--- config.mk ---
export PLATFORM = sky130hd
export DESIGN_NAME = msrp_device_flat
export DESIGN_NICKNAME = d
export VERILOG_FILES = /design/src/rtl/msrp_pkg.sv /design/src/rtl/msrp_if.sv /design/src/rtl/msrp_device.sv /design/src/flat_wrapper.sv
export SDC_FILE = /design/constraint.sdc
export NUM_CORES = 1
export LEC_CHECK = 0
export CORE_ASPECT_RATIO = 1.5
export CORE_UTILIZATION = 49
export DETAILED_ROUTE_END_ITERATION = 8
export DONT_BUFFER_PORTS = 1
export HOLD_SLACK_MARGIN = 0.05
export PLACE_DENSITY_LB_ADDON = 0.1
export SYNTH_ARGS = -nofsm -noshare
export SYNTH_HDL_FRONTEND = slang
export SYNTH_SLANG_ARGS = --single-unit
--- constraint.sdc ---
create_clock -name i_clk -period 3.2 [get_ports i_clk]
set_input_delay 0.16 -clock i_clk [delete_from_list [all_inputs] [get_ports i_clk]]
set_output_delay 0.16 -clock i_clk [all_outputs]
set_load 0.03 [all_outputs]
--- src/rtl/msrp_pkg.sv ---
package msrp_pkg;

	// Widths of the software word, the word address and the full result.
	localparam int unsigned DATA_W = 16;
	localparam int unsigned ADDR_W = 3;
	localparam int unsigned RES_W  = 64;
	localparam int unsigned CNT_W  = 4;

	// Word addresses on the register port.
	localparam logic [ADDR_W-1:0] ADDR_CTRL     = 3'h0;
	localparam logic [ADDR_W-1:0] ADDR_RESULT_WORD_0     = 3'h1;
	localparam logic [ADDR_W-1:0] ADDR_RESULT_WORD_1     = 3'h2;
	localparam logic [ADDR_W-1:0] ADDR_RESULT_WORD_2     = 3'h3;
	localparam logic [ADDR_W-1:0] ADDR_RESULT_WORD_3     = 3'h4;
	localparam logic [ADDR_W-1:0] ADDR_SIGN_EXTENSION_WORD   = 3'h5;
	localparam logic [ADDR_W-1:0] ADDR_OP2_LOW  = 3'h6;
	localparam logic [ADDR_W-1:0] ADDR_OP2_HIGH = 3'h7;

	// Bit positions inside multiplier_control_0.
	localparam int unsigned CTRL_SAT     = 0;
	localparam int unsigned CTRL_FRAC    = 1;
	localparam int unsigned CTRL_CARRY   = 2;
	localparam int unsigned CTRL_ACC     = 3;
	localparam int unsigned CTRL_SIZE_LO = 4;
	localparam int unsigned CTRL_SIZE_HI = 5;
	localparam int unsigned CTRL_READY   = 6;

	// Operand size combinations, first operand by second operand.
	typedef enum logic [1:0] {
		MSRP_SZ_16X16 = 2'b00,
		MSRP_SZ_32X16 = 2'b01,
		MSRP_SZ_16X32 = 2'b10,
		MSRP_SZ_32X32 = 2'b11
	} msrp_size_t;

	// Clock counts from the last operand write until all words are valid.
	localparam logic [CNT_W-1:0] LAT_16X16      = 4'h3;
	localparam logic [CNT_W-1:0] LAT_32X16      = 4'h7;
	localparam logic [CNT_W-1:0] LAT_16X32_LOW  = 4'h7;
	localparam logic [CNT_W-1:0] LAT_16X32_HIGH = 4'h4;
	localparam logic [CNT_W-1:0] LAT_32X32_LOW  = 4'hb;
	localparam logic [CNT_W-1:0] LAT_32X32_HIGH = 4'h6;
	localparam logic [CNT_W-1:0] CNT_ZERO       = 4'h0;
	localparam logic [CNT_W-1:0] CNT_ONE        = 4'h1;

	// Clamp patterns.
	localparam logic [DATA_W-1:0] POS_TOP  = 16'h7fff;
	localparam logic [DATA_W-1:0] NEG_TOP  = 16'h8000;
	localparam logic [DATA_W-1:0] ALL_ONES = 16'hffff;
	localparam logic [DATA_W-1:0] ALL_ZERO = 16'h0000;

	// Reset values.
	localparam logic [RES_W-1:0]  RES_RESET  = 64'h0;
	localparam logic [DATA_W-1:0] WORD_RESET = 16'h0000;

endpackage : msrp_pkg

--- src/rtl/msrp_if.sv ---
`timescale 1ns/1ns
interface msrp_if;
	import msrp_pkg::*;

	logic [ADDR_W-1:0] addr;
	logic [DATA_W-1:0] wdata;
	logic              wr;
	logic              rd;
	logic [DATA_W-1:0] rdata;

	// Device end answers reads; host end issues strobes.
	modport device (input addr, input wdata, input wr, input rd,
		output rdata);
	modport host (output addr, output wdata, output wr, output rd,
		input rdata);
endinterface : msrp_if

--- src/rtl/msrp_device.sv ---
// Added by the designer: the register addresses and the strobed register port.
`timescale 1ns/1ns
//Contract
// RL1: Clamp only while saturate_enable is set.
// RL2: Overflow presents the most positive value.
// RL3: Underflow presents the most negative value.
// RL4: Stored result words are never rewritten.
// RL5: Accumulate input uses the clamped result.
// RL6: 16x16 clamps only result words 0 and 1.
// RL7: Software never mixes sizes when accumulating saturated.
// RL8: 32-bit operand clamp waits for word 3.
// RL9: Sign extension and carry stay unsaturated.
// RL10: Words valid at fixed counts after operand.
// RL11: Decision uses carry, top bit, fractional bits.
// RL12: 32-bit: carry 0, bit15 1 is overflow.
// RL13: 32-bit: carry 1, bit15 0 is underflow.
// RL14: 64-bit tests use word 3 bit 15.
// RL15: Fractional: top bits 01 overflow, 10 underflow.
// RL16: Fractional minus one squared saturates positive.
// RL17: Software keeps results unchanged until read.
// RL18: Preloads also set carry to the sign.
// RL19: Software enables saturation only when needed.
// RL20: Fractional reads are shifted left one bit.
// RL21: Carry always reports the non-fractional carry.
// RL22: Clamp is combinational on read and feedback.
module msrp_device (
	input  wire logic                   i_clk,
	input  wire logic                   i_reset,
	msrp_if.device                      bus,
	input  wire logic                   i_res_valid,
	input  wire logic [msrp_pkg::RES_W-1:0]  i_res_value,
	input  wire logic                   i_res_carry,
	input  wire logic [msrp_pkg::DATA_W-1:0] i_res_sign_extension_word,
	output logic                        o_start,
	output logic                        o_start_high,
	output logic [msrp_pkg::DATA_W-1:0] o_op_word,
	output logic                        o_accumulate,
	output msrp_pkg::msrp_size_t        o_size,
	output logic [msrp_pkg::RES_W-1:0]  o_acc_feed
);
	import msrp_pkg::*;

	// Flags are {overflow, underflow}; the top word is word 1 or word 3.
	function automatic logic [1:0] sat_eval(input logic [RES_W-1:0] res,
		input logic carry, input logic frac, input logic wide);
		logic [DATA_W-1:0] top;
		logic [1:0]        flags;
		top = wide ? res[63:48] : res[31:16]; // RL14 RL6
		flags = 2'b00;
		if (!carry && top[15]) begin // RL11 RL12
			flags = 2'b10;
		end else if (carry && !top[15]) begin // RL13
			flags = 2'b01;
		end else if (frac && !top[15] && top[14]) begin // RL15 RL16
			flags = 2'b10;
		end else if (frac && top[15] && !top[14]) begin // RL15
			flags = 2'b01;
		end
		return flags;
	endfunction : sat_eval

	// Narrow clamps leave words 2 and 3 as they are.
	function automatic logic [RES_W-1:0] sat_clamp(
		input logic [RES_W-1:0] res, input logic [1:0] flags,
		input logic wide);
		logic [RES_W-1:0] v;
		v = res;
		if (flags[1]) begin // RL2
			v = wide ? {POS_TOP, ALL_ONES, ALL_ONES, ALL_ONES}
				: {res[63:32], POS_TOP, ALL_ONES}; // RL6 RL12 RL14
		end else if (flags[0]) begin // RL3
			v = wide ? {NEG_TOP, ALL_ZERO, ALL_ZERO, ALL_ZERO}
				: {res[63:32], NEG_TOP, ALL_ZERO}; // RL6 RL13 RL14
		end
		return v;
	endfunction : sat_clamp

	// Latency of a start write, zero when the write starts nothing.
	function automatic logic [CNT_W-1:0] start_lat(input msrp_size_t sz,
		input logic high);
		logic [CNT_W-1:0] lat;
		lat = CNT_ZERO;
		unique case (sz)
			MSRP_SZ_16X16: lat = high ? CNT_ZERO : LAT_16X16;
			MSRP_SZ_32X16: lat = high ? CNT_ZERO : LAT_32X16;
			MSRP_SZ_16X32: lat = high ? LAT_16X32_HIGH : LAT_16X32_LOW;
			MSRP_SZ_32X32: lat = high ? LAT_32X32_HIGH : LAT_32X32_LOW;
		endcase
		return lat; // RL10
	endfunction : start_lat

	logic                  sat;
	logic                  frac;
	logic                  carry;
	logic                  acc;
	msrp_size_t            size;
	logic [RES_W-1:0]      res;
	logic [DATA_W-1:0]     sign_extension_word;
	logic [CNT_W-1:0]      cnt;
	logic [DATA_W-1:0]     rdata;
	logic                  next_sat;
	logic                  next_frac;
	logic                  next_carry;
	logic                  next_acc;
	msrp_size_t            next_size;
	logic [RES_W-1:0]      next_res;
	logic [DATA_W-1:0]     next_sign_extension_word;
	logic [CNT_W-1:0]      next_cnt;
	logic [DATA_W-1:0]     next_rdata;
	logic                  next_start;
	logic                  next_start_high;
	logic [DATA_W-1:0]     next_op_word;
	logic [RES_W-1:0]      next_acc_feed;
	logic                  wide;
	logic                  ready;
	logic [1:0]            rd_flags;
	logic                  sat_live;
	logic [RES_W-1:0]      shifted;
	logic [RES_W-1:0]      view;
	logic [CNT_W-1:0]      lat;
	logic                  new_wide;
	logic                  is_start;

	// Read view: the stored words are only looked at, never altered, so
	// clearing both enables shows the raw result again on the next read.
	always_comb begin
		wide = (size != MSRP_SZ_16X16);
		ready = (cnt == CNT_ZERO);
		rd_flags = sat_eval(res, carry, frac, wide); // RL22
		sat_live = sat && (!wide || ready) && (rd_flags != 2'b00); // RL1 RL8
		shifted = frac ? {res[RES_W-2:0], 1'b0} : res; // RL20
		view = sat_live ? sat_clamp(shifted, rd_flags, wide) : shifted; // RL4
	end

	// Register writes, start decode, read answer and accumulate feed.
	always_comb begin
		next_sat = sat;
		next_frac = frac;
		next_carry = carry;
		next_acc = acc;
		next_size = size;
		next_res = res;
		next_sign_extension_word = sign_extension_word;
		next_cnt = (cnt == CNT_ZERO) ? CNT_ZERO : cnt - CNT_ONE;
		next_rdata = WORD_RESET;
		next_start = 1'b0;
		next_start_high = 1'b0;
		next_op_word = o_op_word;
		next_acc_feed = o_acc_feed;
		lat = CNT_ZERO;
		is_start = 1'b0;
		new_wide = (size != MSRP_SZ_16X16);
		if (bus.wr) begin
			unique case (bus.addr)
				ADDR_CTRL: begin
					next_sat = bus.wdata[CTRL_SAT];
					next_frac = bus.wdata[CTRL_FRAC];
					next_carry = bus.wdata[CTRL_CARRY];
					next_acc = bus.wdata[CTRL_ACC];
					next_size = msrp_size_t'(
						bus.wdata[CTRL_SIZE_HI:CTRL_SIZE_LO]);
				end
				ADDR_RESULT_WORD_0: next_res[15:0] = bus.wdata;
				ADDR_RESULT_WORD_1: next_res[31:16] = bus.wdata;
				ADDR_RESULT_WORD_2: next_res[47:32] = bus.wdata;
				ADDR_RESULT_WORD_3: next_res[63:48] = bus.wdata;
				ADDR_SIGN_EXTENSION_WORD: next_sign_extension_word = bus.wdata;
				ADDR_OP2_LOW, ADDR_OP2_HIGH: begin
					lat = start_lat(size, bus.addr == ADDR_OP2_HIGH);
					is_start = (lat != CNT_ZERO);
				end
			endcase
		end
		// A new operation launches; with saturation on, the feed is clamped for its size.
		if (is_start) begin
			next_cnt = lat; // RL10
			next_start = 1'b1;
			next_start_high = (bus.addr == ADDR_OP2_HIGH);
			next_op_word = bus.wdata;
			next_acc_feed = res;
			if (sat) begin // RL5
				next_acc_feed = sat_clamp(res,
					sat_eval(res, carry, 1'b0, new_wide), new_wide);
			end
		end
		// The datapath result wins over a software preload in one cycle.
		if (i_res_valid) begin
			next_res = i_res_value;
			next_carry = i_res_carry; // RL21
			next_sign_extension_word = i_res_sign_extension_word;
		end
		if (bus.rd) begin
			unique case (bus.addr)
				ADDR_CTRL: begin
					next_rdata[CTRL_SAT] = sat;
					next_rdata[CTRL_FRAC] = frac;
					next_rdata[CTRL_CARRY] = carry; // RL9
					next_rdata[CTRL_ACC] = acc;
					next_rdata[CTRL_SIZE_HI:CTRL_SIZE_LO] = size;
					next_rdata[CTRL_READY] = ready;
				end
				ADDR_RESULT_WORD_0: next_rdata = view[15:0];
				ADDR_RESULT_WORD_1: next_rdata = view[31:16];
				ADDR_RESULT_WORD_2: next_rdata = view[47:32];
				ADDR_RESULT_WORD_3: next_rdata = view[63:48];
				ADDR_SIGN_EXTENSION_WORD: next_rdata = sign_extension_word; // RL9
				ADDR_OP2_LOW, ADDR_OP2_HIGH: next_rdata = WORD_RESET;
			endcase
		end
	end

	// State registers.
	always_ff @(posedge i_clk) begin
		if (i_reset) begin
			sat <= 1'b0;
			frac <= 1'b0;
			carry <= 1'b0;
			acc <= 1'b0;
			size <= MSRP_SZ_16X16;
			res <= RES_RESET;
			sign_extension_word <= WORD_RESET;
			cnt <= CNT_ZERO;
			rdata <= WORD_RESET;
			o_start <= 1'b0;
			o_start_high <= 1'b0;
			o_op_word <= WORD_RESET;
			o_acc_feed <= RES_RESET;
		end else begin
			sat <= next_sat;
			frac <= next_frac;
			carry <= next_carry;
			acc <= next_acc;
			size <= next_size;
			res <= next_res;
			sign_extension_word <= next_sign_extension_word;
			cnt <= next_cnt;
			rdata <= next_rdata;
			o_start <= next_start;
			o_start_high <= next_start_high;
			o_op_word <= next_op_word;
			o_acc_feed <= next_acc_feed;
		end
	end

	// Mode outputs mirror the control flops directly.
	assign bus.rdata = rdata;
	assign o_accumulate = acc;
	assign o_size = size;

endmodule : msrp_device

--- src/flat_wrapper.sv ---
// flat-port wrapper written by rule: the top's interface ports become plain ports
module msrp_device_flat import msrp_pkg::*;
  (i_clk, i_reset, i_res_valid, i_res_value, i_res_carry, i_res_sign_extension_word, o_start, o_start_high, o_op_word, o_accumulate, o_size, o_acc_feed, bus_addr, bus_wdata, bus_wr, bus_rd, bus_rdata);
  msrp_if bus_i ();
  input  wire logic i_clk;
  input  wire logic i_reset;
  input  wire logic i_res_valid;
  input  wire logic [msrp_pkg::RES_W-1:0] i_res_value;
  input  wire logic i_res_carry;
  input  wire logic [msrp_pkg::DATA_W-1:0] i_res_sign_extension_word;
  output logic o_start;
  output logic o_start_high;
  output logic [msrp_pkg::DATA_W-1:0] o_op_word;
  output logic o_accumulate;
  output msrp_pkg::msrp_size_t o_size;
  output logic [msrp_pkg::RES_W-1:0] o_acc_feed;
  input wire logic [$bits(bus_i.addr)-1:0] bus_addr;
  input wire logic [$bits(bus_i.wdata)-1:0] bus_wdata;
  input wire logic [$bits(bus_i.wr)-1:0] bus_wr;
  input wire logic [$bits(bus_i.rd)-1:0] bus_rd;
  output wire logic [$bits(bus_i.rdata)-1:0] bus_rdata;
  assign bus_i.addr = bus_addr;
  assign bus_i.wdata = bus_wdata;
  assign bus_i.wr = bus_wr;
  assign bus_i.rd = bus_rd;
  assign bus_rdata = bus_i.rdata;
  msrp_device u_core (.i_clk(i_clk), .i_reset(i_reset), .bus(bus_i), .i_res_valid(i_res_valid), .i_res_value(i_res_value), .i_res_carry(i_res_carry), .i_res_sign_extension_word(i_res_sign_extension_word), .o_start(o_start), .o_start_high(o_start_high), .o_op_word(o_op_word), .o_accumulate(o_accumulate), .o_size(o_size), .o_acc_feed(o_acc_feed));
endmodule
Word-level counts from Yosys, hierarchy flattened
Cells that the tools add are included.
{ "word_totals": {"ff_bits": 188, "latchBits": 0, "ram_bits": 0, "mem_bits_ro": 0, "n_memories": 0} }
{ "op_classes": {"n_addsub": 1, "n_mul": 0, "div_mod_pow": 0, "n_lt_le_gt_ge": 0, "eq_ne": 10, "n_shift": 0, "mux": 48, "bitwise": 2, "reduce_logical": 36} }
{ "op_table": {"columns": ["operator", "n"], "rows": [
  ["$mux W64", 13],
  ["$mux W16", 8],
  ["$pmux W7 S7", 1],
  ["$pmux W9 S5", 1],
  ["$mux W4", 7],
  ["$reduce_bool A2 Y1", 9],
  ["$mux W2", 8],
  ["$pmux W4 S4", 1],
  ["$reduce_and A2 Y1", 7],
  ["$eq A3 B3 Y1 const B", 4],
  ["$logic_and A1 B1 Y1", 8],
  ["$mux W1", 8],
  ["$eq A3 B2 Y1 const B", 2],
  ["$reduce_or A2 Y1", 3],
  ["$eq A2 B2 Y1 const B", 2],
  ["$logic_not A1 Y1", 4],
  ["$logic_not A4 Y1", 1],
  ["$reduce_bool A4 Y1", 1],
  ["$sub A4 B1 Y4 const B", 1],
  ["$eq A3 B1 Y1 const B", 1],
  ["$logic_not A3 Y1", 1],
  ["$mux W3", 1],
  ["$eq A2 B1 Y1 const B", 1],
  ["$logic_not A2 Y1", 1],
  ["2 further kinds", 3]
]} }

Logic depth before layout (Yosys ltp)
Gate-level depths: netlist (run 1).
{ "depth": {"ltp_word": 12, "ltp_mapped": 9} }

Least setup slack after synthesis (run 1)
OpenSTA, ideal clock, no wires.
{ "synth_path": {"path_type": "register to register", "start": "register u_core.size[0], in the netlist u_core.o_size[0]", "end": "register u_core.rdata[12], in the netlist u_core.bus.rdata[12]", "setup_time_ns": 0.138, "arrival_ns": 1.856, "required_ns": 3.062, "setup_slack_ns": 1.206, "path_stages_with_launch": 9, "cell_sequence": "dfxtp_1 buf_2 or2_1 buf_2 nand3_1 a21oi_2 nor2_1 a222oi_1 a31oi_1"} }
{ "synth_between": {"elab_chain_cells": 12, "elab_cells_between_ends": 25, "cone_classes": "mux (11); reduce/logical (14)"} }
{ "synth_rtl": {"columns": ["item", "line_no", "text"], "rows": [
  ["from (decl)", "msrp_device.sv:96", "msrp_size_t size;"],
  ["from (signal assigned)", "msrp_device.sv:233", "size <= next_size;"],
  ["$reduce_bool A2 Y1 *", "msrp_device.sv:127", "wide = (size != MSRP_SZ_16X16);"],
  ["$mux W16", "msrp_device.sv:48", "top = wide ? res[63:48] : res[31:16];"],
  ["$logic_and A1 B1 Y1 (tied with other cells)", "msrp_device.sv:56", "end else if (frac && top[15] && !top[14]) begin"],
  ["$logic_and A1 B1 Y1 (on tied branches)", "msrp_device.sv:56, msrp_device.sv:54", null],
  ["$mux W1 / $logic_and A1 B1 Y1 (equally long branches)", "msrp_device.sv:56, msrp_device.sv:54", null],
  ["$mux W2", "msrp_device.sv:54", "end else if (frac && !top[15] && top[14]) begin"],
  ["$mux W2", "msrp_device.sv:52", "end else if (carry && !top[15]) begin"],
  ["$mux W2", "msrp_device.sv:50", "if (!carry && top[15]) begin"],
  ["$mux W64 / $reduce_bool A2 Y1 (equally long branches)", "msrp_device.sv:71, msrp_device.sv:130", null],
  ["$mux W64 / $logic_and A1 B1 Y1 (equally long branches)", "msrp_device.sv:68, msrp_device.sv:130", null],
  ["$mux W64 *", "msrp_device.sv:132", "view = sat_live ? sat_clamp(shifted, rd_flags, wide) : shifted;"],
  ["$pmux W9 S5 *", "msrp_device.sv:193", "unique case (bus.addr)"],
  ["to (signal assigned)", "msrp_device.sv:237", "rdata <= next_rdata;"],
  ["to (decl)", "msrp_device.sv:100", "logic [DATA_W-1:0] rdata;"]
]} }
Mark *: on every way between the ends. The rest lies on a longest branch, timed or not.
A chain may end at the register's enable or synchronous reset.

Final worst setup path (run 1)
{ "layout_path": {"start": "input bus_addr[0]", "end": "register u_core.sign_extension_word[10]"} }
{ "layout_between": {"elab_chain_cells": 3} }
{ "layout_rtl": {"columns": ["item", "line_no", "text"], "rows": [
  ["from (decl)", "flat_wrapper.sv:17", "input wire logic [$bits(bus_i.addr)-1:0] bus_addr;"],
  ["$eq A3 B3 Y1", "msrp_device.sv:154", "unique case (bus.addr)"],
  ["$reduce_bool A2 Y1 (no source line)", null, null],
  ["$reduce_and A2 Y1 (no source line)", null, null],
  ["to (signal assigned)", "msrp_device.sv:235", "sign_extension_word <= next_sign_extension_word;"],
  ["to (decl)", "msrp_device.sv:98", "logic [DATA_W-1:0] sign_extension_word;"]
]} }
No other way between the ends.

==> impl_metrics.ini, run 1 <==
[run_status]
status = completed

[critical_path]
setup.worst_path.start_class = input pin
path_max_fanout = 17
endpoint_kind = register
worstSetupPathType = in -> reg
arrival_ns = 3.04
critPathRequiredTime_ns = 3.57

[global_route]
grt_pass1_wl_mm = 49.9
top_usage_layer = met2
grt_util_met3_pct = 5.66
grt_pass1_vias = 8877
grt_start_max_net_pins = 163
grt-ovfl-total = 0
antenna_found_initial = 0
use_met1_pct = 39.8
grt_usage_pct = 34.1
met2_usage_pct = 58.9

[yosys]
syn_nets = 1222
postSynthAreaPerCell_sq_um = 8.11
yosys-top-cells-area = dfxtp_1 (42%), mux2i_1 (12%), a21oi_1 (10%)
ys_ff_latch = 188
synthArstFlopShare_pct = 0
seq_area_frac_synth_pct = 41.5
yosysMostFrequentCell = nor2_1
syn_area_sq_um = 9060
yosysTopAreaCell = dfxtp_1
synth_edf_count = 0
synth_cells = 1117
yosys_warnings = 0
synth_commonest_cells = nor2_1 (231), dfxtp_1 (188), a21oi_1 (185)
synth_top_cell_area_share_pct = 41.5
ys.flop_type = dfxtp_1
yosys.cell_types.count = 63

[final_layout]
layout-drive-gt1-share_pct = 8.05
final_nets = 1347
syn_to_final_growth_pct = 27.0
n_antenna_cell = 0
stdcell_count = 1472
n_fill_cell = 1561

[drt]
drt_iter0_drc = 785
wl_mm = 32.6
drc = 0
avgRoutedWirePerCell_um = 22.1
ant_nets = 0
drtPass1Iterations = 5
vias = 8950
avgViaCountPerCell = 6.08

[floorplanning]
rows = 60
num_io_pins = 206
die-area_sq_um = 19000
dieWidth_um = 113
core-area_sq_um = 18000
die_height_um = 169
initial_core_util_pct = 50.3

[place]
io_buffers = 0
pre_cts_ws_ns = 0.876
dp_cells = 1259
routabilityCongestion = 0.934
dp_hpwl_mm = 21.2

[clock_tree]
clockBufferDepth = 2
cts_tree = built
cts.sinks = 188
numCtsBuffers = 17
clk_latency_ns = 0.44
cts_root_buf = clkbuf_16
clkTransAtPathRegs_ns = 0.07
cts_resized = 0
htreeDepth = 4

[worst_hold_path]
hp-class = in -> reg

[timing]
setup_ws_ns = 0.529
clock_skew_ns = 0.0125
setup_violations = 0
drv_slew = 0
finalCriticalPeriod_ns = 2.67
fmax_mhz = 374
tightest_slew_ns = 1.02
grt_setup_unrepaired = false
layout_worst_path_cycle_share_pct = 83.5
hold_slack_ns = 0.0849
setup_tns_ns = 0
slew_headroom_pct = 32.0
hold_viol = 0

[power_and_ir_drop]
p_sw_mw = 1.56
p_leak_nw = 4.18
switching_share_pct = 28.8
powerDensity_nw_per_um2 = 472
p_int_mw = 3.86
p_seq_share_pct = 48.4
power.share.clock_pct = 39.1
power_frac_comb_pct = 12.5
vdd_drop_max_mv = 0.334

[flow_run]
drv_cap = 0
-- cell type report --
class                      instances  area, sq um  area share (%)
timing repair buffer             198         1960            17.0
inverter                           7         26.3           0.228
clock buffer                      18          439            3.82
sequential                       188         3770            32.7
tap                              217          272            2.36
clock inverter                    14          148            1.28
multi-input combinational        830         4890            42.5
-- worst max-delay path, cell delays in order --
cell           delay (ns)
dlygate4sd3_1        0.63
inv_1                0.19
nor3_2               0.72
buf_4                0.36
nand3_1              0.11
a21oi_1              0.16
a21oi_1              0.06
dlygate4sd3_1        0.56
nor2_1               0.08
-- timing repair --
action / CTS / global route
hold buffers: 181 / 0
buffers inserted: 0 / 0
endpoints found under the hold margin: 176 / 0
-- path summary, 6_finish.rpt --
path,from,end,slack [ns],depth (start not counted)
max,bus_addr[0],u_core.sign_extension_word[10],0.53,9
min,bus_addr[1],u_core.bus.rdata[2],0.08,3
max reg2reg,u_core.carry,u_core.bus.rdata[3],0.84,6
min reg2reg,u_core.res[40],u_core.o_acc_feed[40],0.56,2
-- per-stage QoR --
stage / power [mW] / area [sq um] / utilization (%)
final: 5.43 / 11500 / 63.8
after global routing: 5.62 / 11500 / 63.8
after global placement: 3.06 / 9090 / 50.4
after CTS: 5.43 / 11500 / 63.8
after detailed placement: 3.07 / 9090 / 50.4
after floorplan: 3.01 / 9060 / -
-- power by group through the flow --
stage / registers [mW] / logic [mW] / clock network, mW
6_report: 2.63 / 0.678 / 2.12
5_1_grt: 2.64 / 0.735 / 2.25
4_1_cts: 2.62 / 0.662 / 2.14
3_5_place_dp: 2.68 / 0.389 / 0
3_3_place_gp: 2.68 / 0.385 / 0
2_1_floorplan: 2.62 / 0.390 / 0
-- flip-flops by register name, indices dropped and copies added (netlist names) --
name                        flops
u_core.o_acc_feed              64
u_core.res                     64
u_core.bus.rdata               16
u_core.o_op_word               16
u_core.sign_extension_word     16
u_core.cnt                      4
u_core.o_size                   2
u_core.carry                    1
u_core.frac                     1
u_core.o_accumulate             1
u_core.o_start                  1
u_core.o_start_high             1
u_core.sat                      1
-- layout by cell type, fill, tap and decap left out, types with 3 or more instances in the layout --
master	synthesis	layout
a211oi_1	4	4
a21oi_1	185	185
a222oi_1	8	8
a22o_1	18	18
a31oi_1	14	14
buf_4	2	17
clkbuf_16	0	17
dfxtp_1	188	187
dlygate4sd3_1	0	180
inv_1	6	6
inv_6	0	3
inv_8	0	5
mux2_2	26	26
mux2i_1	105	105
nand2_1	53	53
nand3_1	23	23
nor2_1	231	230
nor2_4	2	3
nor3_1	67	67
o21ai_0	22	22
o21ai_1	4	4
o22ai_1	15	15
-- cells by family after synthesis --
logic type / synth area share, %
buffers and inverters: 4.65
muxes: 14.8
DFF: 41.5
AOI/OAI and AO/OA: 19.1
and+or+nand+nor: 19.9
-- metal layers --
layer	up-vias	wire (um)
met4	0	1590
met1	4293	12900
met5	-	0
met2	376	16200
met3	81	1900
li1	4200	-
Note: power is estimated with default switching activity, not from simulation.
==> run 2, diff against run 1 <==
==> constraint.sdc (replaced) <==
create_clock -name i_clk -period 2.3 [get_ports i_clk]
set_input_delay 0.115 -clock i_clk [delete_from_list [all_inputs] [get_ports i_clk]]
set_output_delay 0.115 -clock i_clk [all_outputs]
set_load 0.03 [all_outputs]
==> impl_metrics.ini, run 2 (synthesized netlist as in run 1, its figures left out) <==
[flow_run]
drv_cap = 0

[critical_path]
endpoint_kind = register
worstSetupPathType = reg -> reg
setup.worst_path.start_class = register
critPathRequiredTime_ns = 2.62
path_max_fanout = 10
arrival_ns = 2.38

[drt]
avgRoutedWirePerCell_um = 22.4
wl_met2_mm = 15.9
vias = 8806
wl_mm = 32.8
ant_nets = 0
drt_iter0_drc = 699
wl_met1_mm = 12.5
top_layer = met5
drc = 0
drtPass1Iterations = 5
avgViaCountPerCell = 6.02
dr_wl_met3_mm = 2.12

[final_layout]
final_cell_mix = nor2_1 (230), dfxtp_1 (186), a21oi_1 (185)
syn_to_final_growth_pct = 26.5
final_nets = 1338
layout_commonest_cell = nor2_1
reg_top3 = u_core.o_acc_feed: 64 flops, u_core.res: 64 flops
n_fill_cell = 1598
layout-drive-gt1-share_pct = 9.55

[floorplanning]
dieWidth_um = 113
num_io_pins = 206
initial_core_util_pct = 50.3
core-area_sq_um = 18000
die-area_sq_um = 19000
rows = 60
die_height_um = 169

[run_status]
status = completed

[place]
pre_cts_ws_ns = 0.206
io_buffers = 0
dp_hpwl_mm = 21.4
routabilityCongestion = 0.964

[timing]
fmax_mhz = 483
finalCriticalPeriod_ns = 2.07
setup_ws_ns = 0.231
setup_violations = 0
drv_slew = 0
clock_skew_ns = 0.0106
layout_worst_path_cycle_share_pct = 89.9
hold_viol = 0
setup_tns_ns = 0
grt_setup_unrepaired = false
tightest_slew_ns = 0.713
slew_headroom_pct = 52.3

[power_and_ir_drop]
p_int_mw = 5.42
p_sw_mw = 2.14
power.share.clock_pct = 40.1
vdd_drop_max_mv = 0.582
powerDensity_nw_per_um2 = 660
switching_share_pct = 28.3
p_seq_share_pct = 48.1
power_frac_comb_pct = 11.8
p_leak_nw = 4.30

[global_route]
grt_start_max_net_pins = 162
grt-ovfl-total = 0
grt_pass1_vias = 8784
grt_pass1_wl_mm = 50.4
grt_usage_pct = 34.8
antenna_found_initial = 2

[worst_hold_path]
hp-class = in -> reg

[clock_tree]
cts_root_buf = clkbuf_16
numCtsBuffers = 17
post-cts-setup-buffers = 0
clk_latency_ns = 0.44
cts_tree = built
clkTransAtPathRegs_ns = 0.08
cts.sinks = 188
htreeDepth = 4
clockBufferDepth = 2
==> run 2: changes by cell type in the layout (fill, tap and decap cells not counted), moves of 2 or more <==
cell / before / now
dlygate4sd3_1: 180 / 154
buf_4: 17 / 29
buf_12: 0 / 5
inv_8: 5 / 2
clkinv_8: 2 / 4
==> run 2: path summary, 6_finish.rpt <==
kind,startpoint,to,slack (ns),cells past startpoint
setup / recovery,u_core.o_size[0],u_core.bus.rdata[12],0.23,7
hold / removal,bus_addr[1],u_core.bus.rdata[3],0.05,3
setup reg to reg,u_core.o_size[0],u_core.bus.rdata[12],0.23,7
hold reg to reg,u_core.res[39],u_core.o_acc_feed[39],0.56,2
==> run 2: power by group through the flow <==
stage | combinational (mW) | clock (mW) | sequential (mW)
3_3_place_gp | 0.580 | 0 | 3.71
6_report | 0.889 | 3.03 | 3.64
5_1_grt | 0.971 | 3.19 | 3.65
3_5_place_dp | 0.581 | 0 | 3.71
2_1_floorplan | 0.542 | 0 | 3.65
4_1_cts | 0.872 | 3.06 | 3.63
==> run 2: repair_timing <==
action	in CTS	in global routing
gates resized for setup	0	2
endpoints found under the hold margin	173	0
endpoints found under the setup margin	0	5
hold buffers	155	0
==> run 2: cell type report <==
| cell class | instances | area, sq um | area share (%) |
|---|---|---|---|
| Antenna cell | 1 | 2.50 | 0.0218 |
| Clock buffer | 18 | 429 | 3.74 |
| Clock inverter | 14 | 178 | 1.55 |
| Inverter | 7 | 26.3 | 0.229 |
| Multi-Input combinational cell | 830 | 4900 | 42.7 |
| Sequential cell | 188 | 3770 | 32.9 |
| Tap cell | 217 | 272 | 2.37 |
| Timing Repair Buffer | 189 | 1890 | 16.5 |
==> run 2: metal layers <==
metal | global-route usage (%) | up-vias
li1 | - | 4188
met3 | 6.84 | 102
met1 | 39.5 | 4158
met4 | 22.9 | 2
met2 | 58.9 | 356
met5 | 0 | -
==> run 2: worst max-delay path, cell delays in order, from the launching register on <==
cell and delay (ns):
dfxtp_1 0.34, buf_4 0.20, nor4b_2 0.27, o21ba_2 0.23
a21oi_2 0.21, nor2_1 0.17, a222oi_1 0.40, a31oi_1 0.13
==> run 2: stage by stage <==
| step | power (mW) | cells | hold slack [ns] | util [%] | instance area, sq um |
|---|---|---|---|---|---|
| after floorplan | 4.19 | 1117 | 0.241 | - | 9060 |
| after global placement | 4.29 | 1276 | 0.201 | 51.5 | 9280 |
| after detailed placement | 4.29 | 1276 | 0.200 | 51.5 | 9280 |
| after CTS | 7.57 | 1463 | 0.0515 | 63.6 | 11500 |
| after global routing | 7.82 | 1463 | 0.0666 | 63.6 | 11500 |
| final | 7.56 | 1464 | 0.0508 | 63.6 | 11500 |
==> run 3, diff against run 2 <==
--- a/config.mk
+++ b/config.mk
@@ -7,6 +7,7 @@
 export LEC_CHECK = 0
 export CORE_ASPECT_RATIO = 1.5
 export CORE_UTILIZATION = 49
+export CTS_BUF_LIST = sky130_fd_sc_hd__clkbuf_4 sky130_fd_sc_hd__clkbuf_8
 export DETAILED_ROUTE_END_ITERATION = 8
 export DONT_BUFFER_PORTS = 1
 export HOLD_SLACK_MARGIN = 0.05
==> constraint.sdc (replaced) <==
create_clock -name i_clk -period 2.15 [get_ports i_clk]
set_input_delay 0.1075 -clock i_clk [delete_from_list [all_inputs] [get_ports i_clk]]
set_output_delay 0.1075 -clock i_clk [all_outputs]
set_load 0.03 [all_outputs]
==> impl_metrics.ini, run 3 (synthesized netlist as in run 1, its figures left out) <==
[clock_tree]
htreeDepth = 4
clk_latency_ns = 0.48
clockBufferDepth = 2
cts_root_buf = clkbuf_8
clkTransAtPathRegs_ns = 0.11
numCtsBuffers = 17
cts.sinks = 188
cts_tree = built

[timing]
clock_skew_ns = 0.0128
grt_setup_unrepaired = true
setup_violations = 0
fmax_mhz = 477
hold_viol = 0
layout_worst_path_cycle_share_pct = 97.5
drv_slew = 0
tightest_slew_ns = 0.669
setup_ws_ns = 0.0537
finalCriticalPeriod_ns = 2.10
slew_headroom_pct = 55.2

[floorplanning]
rows = 60
num_io_pins = 206
die_height_um = 169
die-area_sq_um = 19000
dieWidth_um = 113
core-area_sq_um = 18000
initial_core_util_pct = 50.3

[run_status]
status = completed

[global_route]
grt_usage_pct = 34.7
grt-ovfl-total = 0
grt_start_max_net_pins = 162
grt_pass1_vias = 8845
grt_pass1_wl_mm = 50.4
antenna_found_initial = 2

[final_layout]
layout-drive-gt1-share_pct = 11.0
final_nets = 1352
layout_commonest_cell = nor2_1
n_fill_cell = 1605
syn_to_final_growth_pct = 26.6
final_cell_mix = nor2_1 (225), dfxtp_1 (186), a21oi_1 (185)
finish.utilization_pct = 63.6
reg_top3 = u_core.o_acc_feed: 64 flops, u_core.res: 64 flops

[critical_path]
arrival_ns = 2.44
critPathRequiredTime_ns = 2.49
endpoint_kind = register
path_max_fanout = 7
setup.worst_path.start_class = register
worstSetupPathType = reg -> reg

[power_and_ir_drop]
switching_share_pct = 30.0
power_frac_comb_pct = 13.1
vdd_drop_max_mv = 0.416
power.share.clock_pct = 33.9
p_int_mw = 5.14
powerDensity_nw_per_um2 = 640
p_leak_nw = 4.32
p_sw_mw = 2.20
p_seq_share_pct = 53.0

[drt]
wl_mm = 33.0
drtPass1Iterations = 6
wl_met1_mm = 12.9
top_layer = met5
wl_met2_mm = 16.4
vias = 8894
ant_nets = 0
drc = 0
avgViaCountPerCell = 6.02
drt_iter0_drc = 744
dr_wl_met3_mm = 1.85
avgRoutedWirePerCell_um = 22.3

[place]
dp_hpwl_mm = 21.9
routabilityCongestion = 0.899
io_buffers = 0
pre_cts_ws_ns = 0.0397

[flow_run]
drv_cap = 0

[worst_hold_path]
hp-class = in -> reg
-- run 3: per-stage QoR --
step	std cells	total power [mW]	area, sq um	hold slack, ns	TNS, ns
finish	1478	7.34	11500	0.0534	0
global route	1477	7.64	11500	0.0861	-0.00267
CTS	1476	7.37	11400	0.0700	0
detailed placement	1287	4.60	9410	0.195	0
global placement	1287	4.59	9410	0.187	0
floorplan	1117	4.48	9060	0.233	0
-- run 3: worst max-delay path: stages, from the launching register on --
cell and delay, ns:
dfxtp_1 0.38, buf_4 0.20, or2_1 0.28, and3_1 0.26, o211ai_2 0.12, buf_4 0.17, a21oi_1 0.07, a211oi_1 0.35
a31oi_1 0.14
-- run 3: worst paths after layout --
kind | start | to | slack [ns] | cells past startpoint
min reg2reg | u_core.res[39] | u_core.o_acc_feed[39] | 0.57 | 2
max | u_core.o_size[0] | u_core.bus.rdata[5] | 0.05 | 8
max reg2reg | u_core.o_size[0] | u_core.bus.rdata[5] | 0.05 | 8
min | i_reset | u_core.res[9] | 0.05 | 2
-- run 3: area by class of cell --
class                           count  area [sq um]  share of cell area, %
Antenna cell                        1          2.50                 0.0218
Tap cell                          217           272                   2.37
Clock inverter                     15           191                   1.67
Timing Repair Buffer              203          2050                   17.9
Multi-Input combinational cell    830          4920                   43.0
Clock buffer                       17           234                   2.04
Inverter                            7          26.3                  0.229
Sequential cell                   188          3770                   32.9
-- run 3: layer usage --
layer  GRT usage [%]  vias up
met2            59.8      326
li1                -     4203
met5               0        -
met3            6.84       83
met1            39.7     4280
met4            20.4        2
-- run 3: repair_timing --
item                                    4_1_cts  5_1_grt
endpoints found under the hold margin       178        0
setup buffers                                 0        1
endpoints found under the setup margin        0       20
resized for setup                             0       10
hold buffers                                157        0
-- run 3: power by group through the flow --
stage / Combinational (mW) / Sequential, mW / Clock, mW
2_1_floorplan: 0.580 / 3.90 / 0
3_3_place_gp: 0.630 / 3.96 / 0
3_5_place_dp: 0.634 / 3.96 / 0
4_1_cts: 0.937 / 3.88 / 2.55
5_1_grt: 1.05 / 3.90 / 2.69
6_report: 0.962 / 3.89 / 2.49
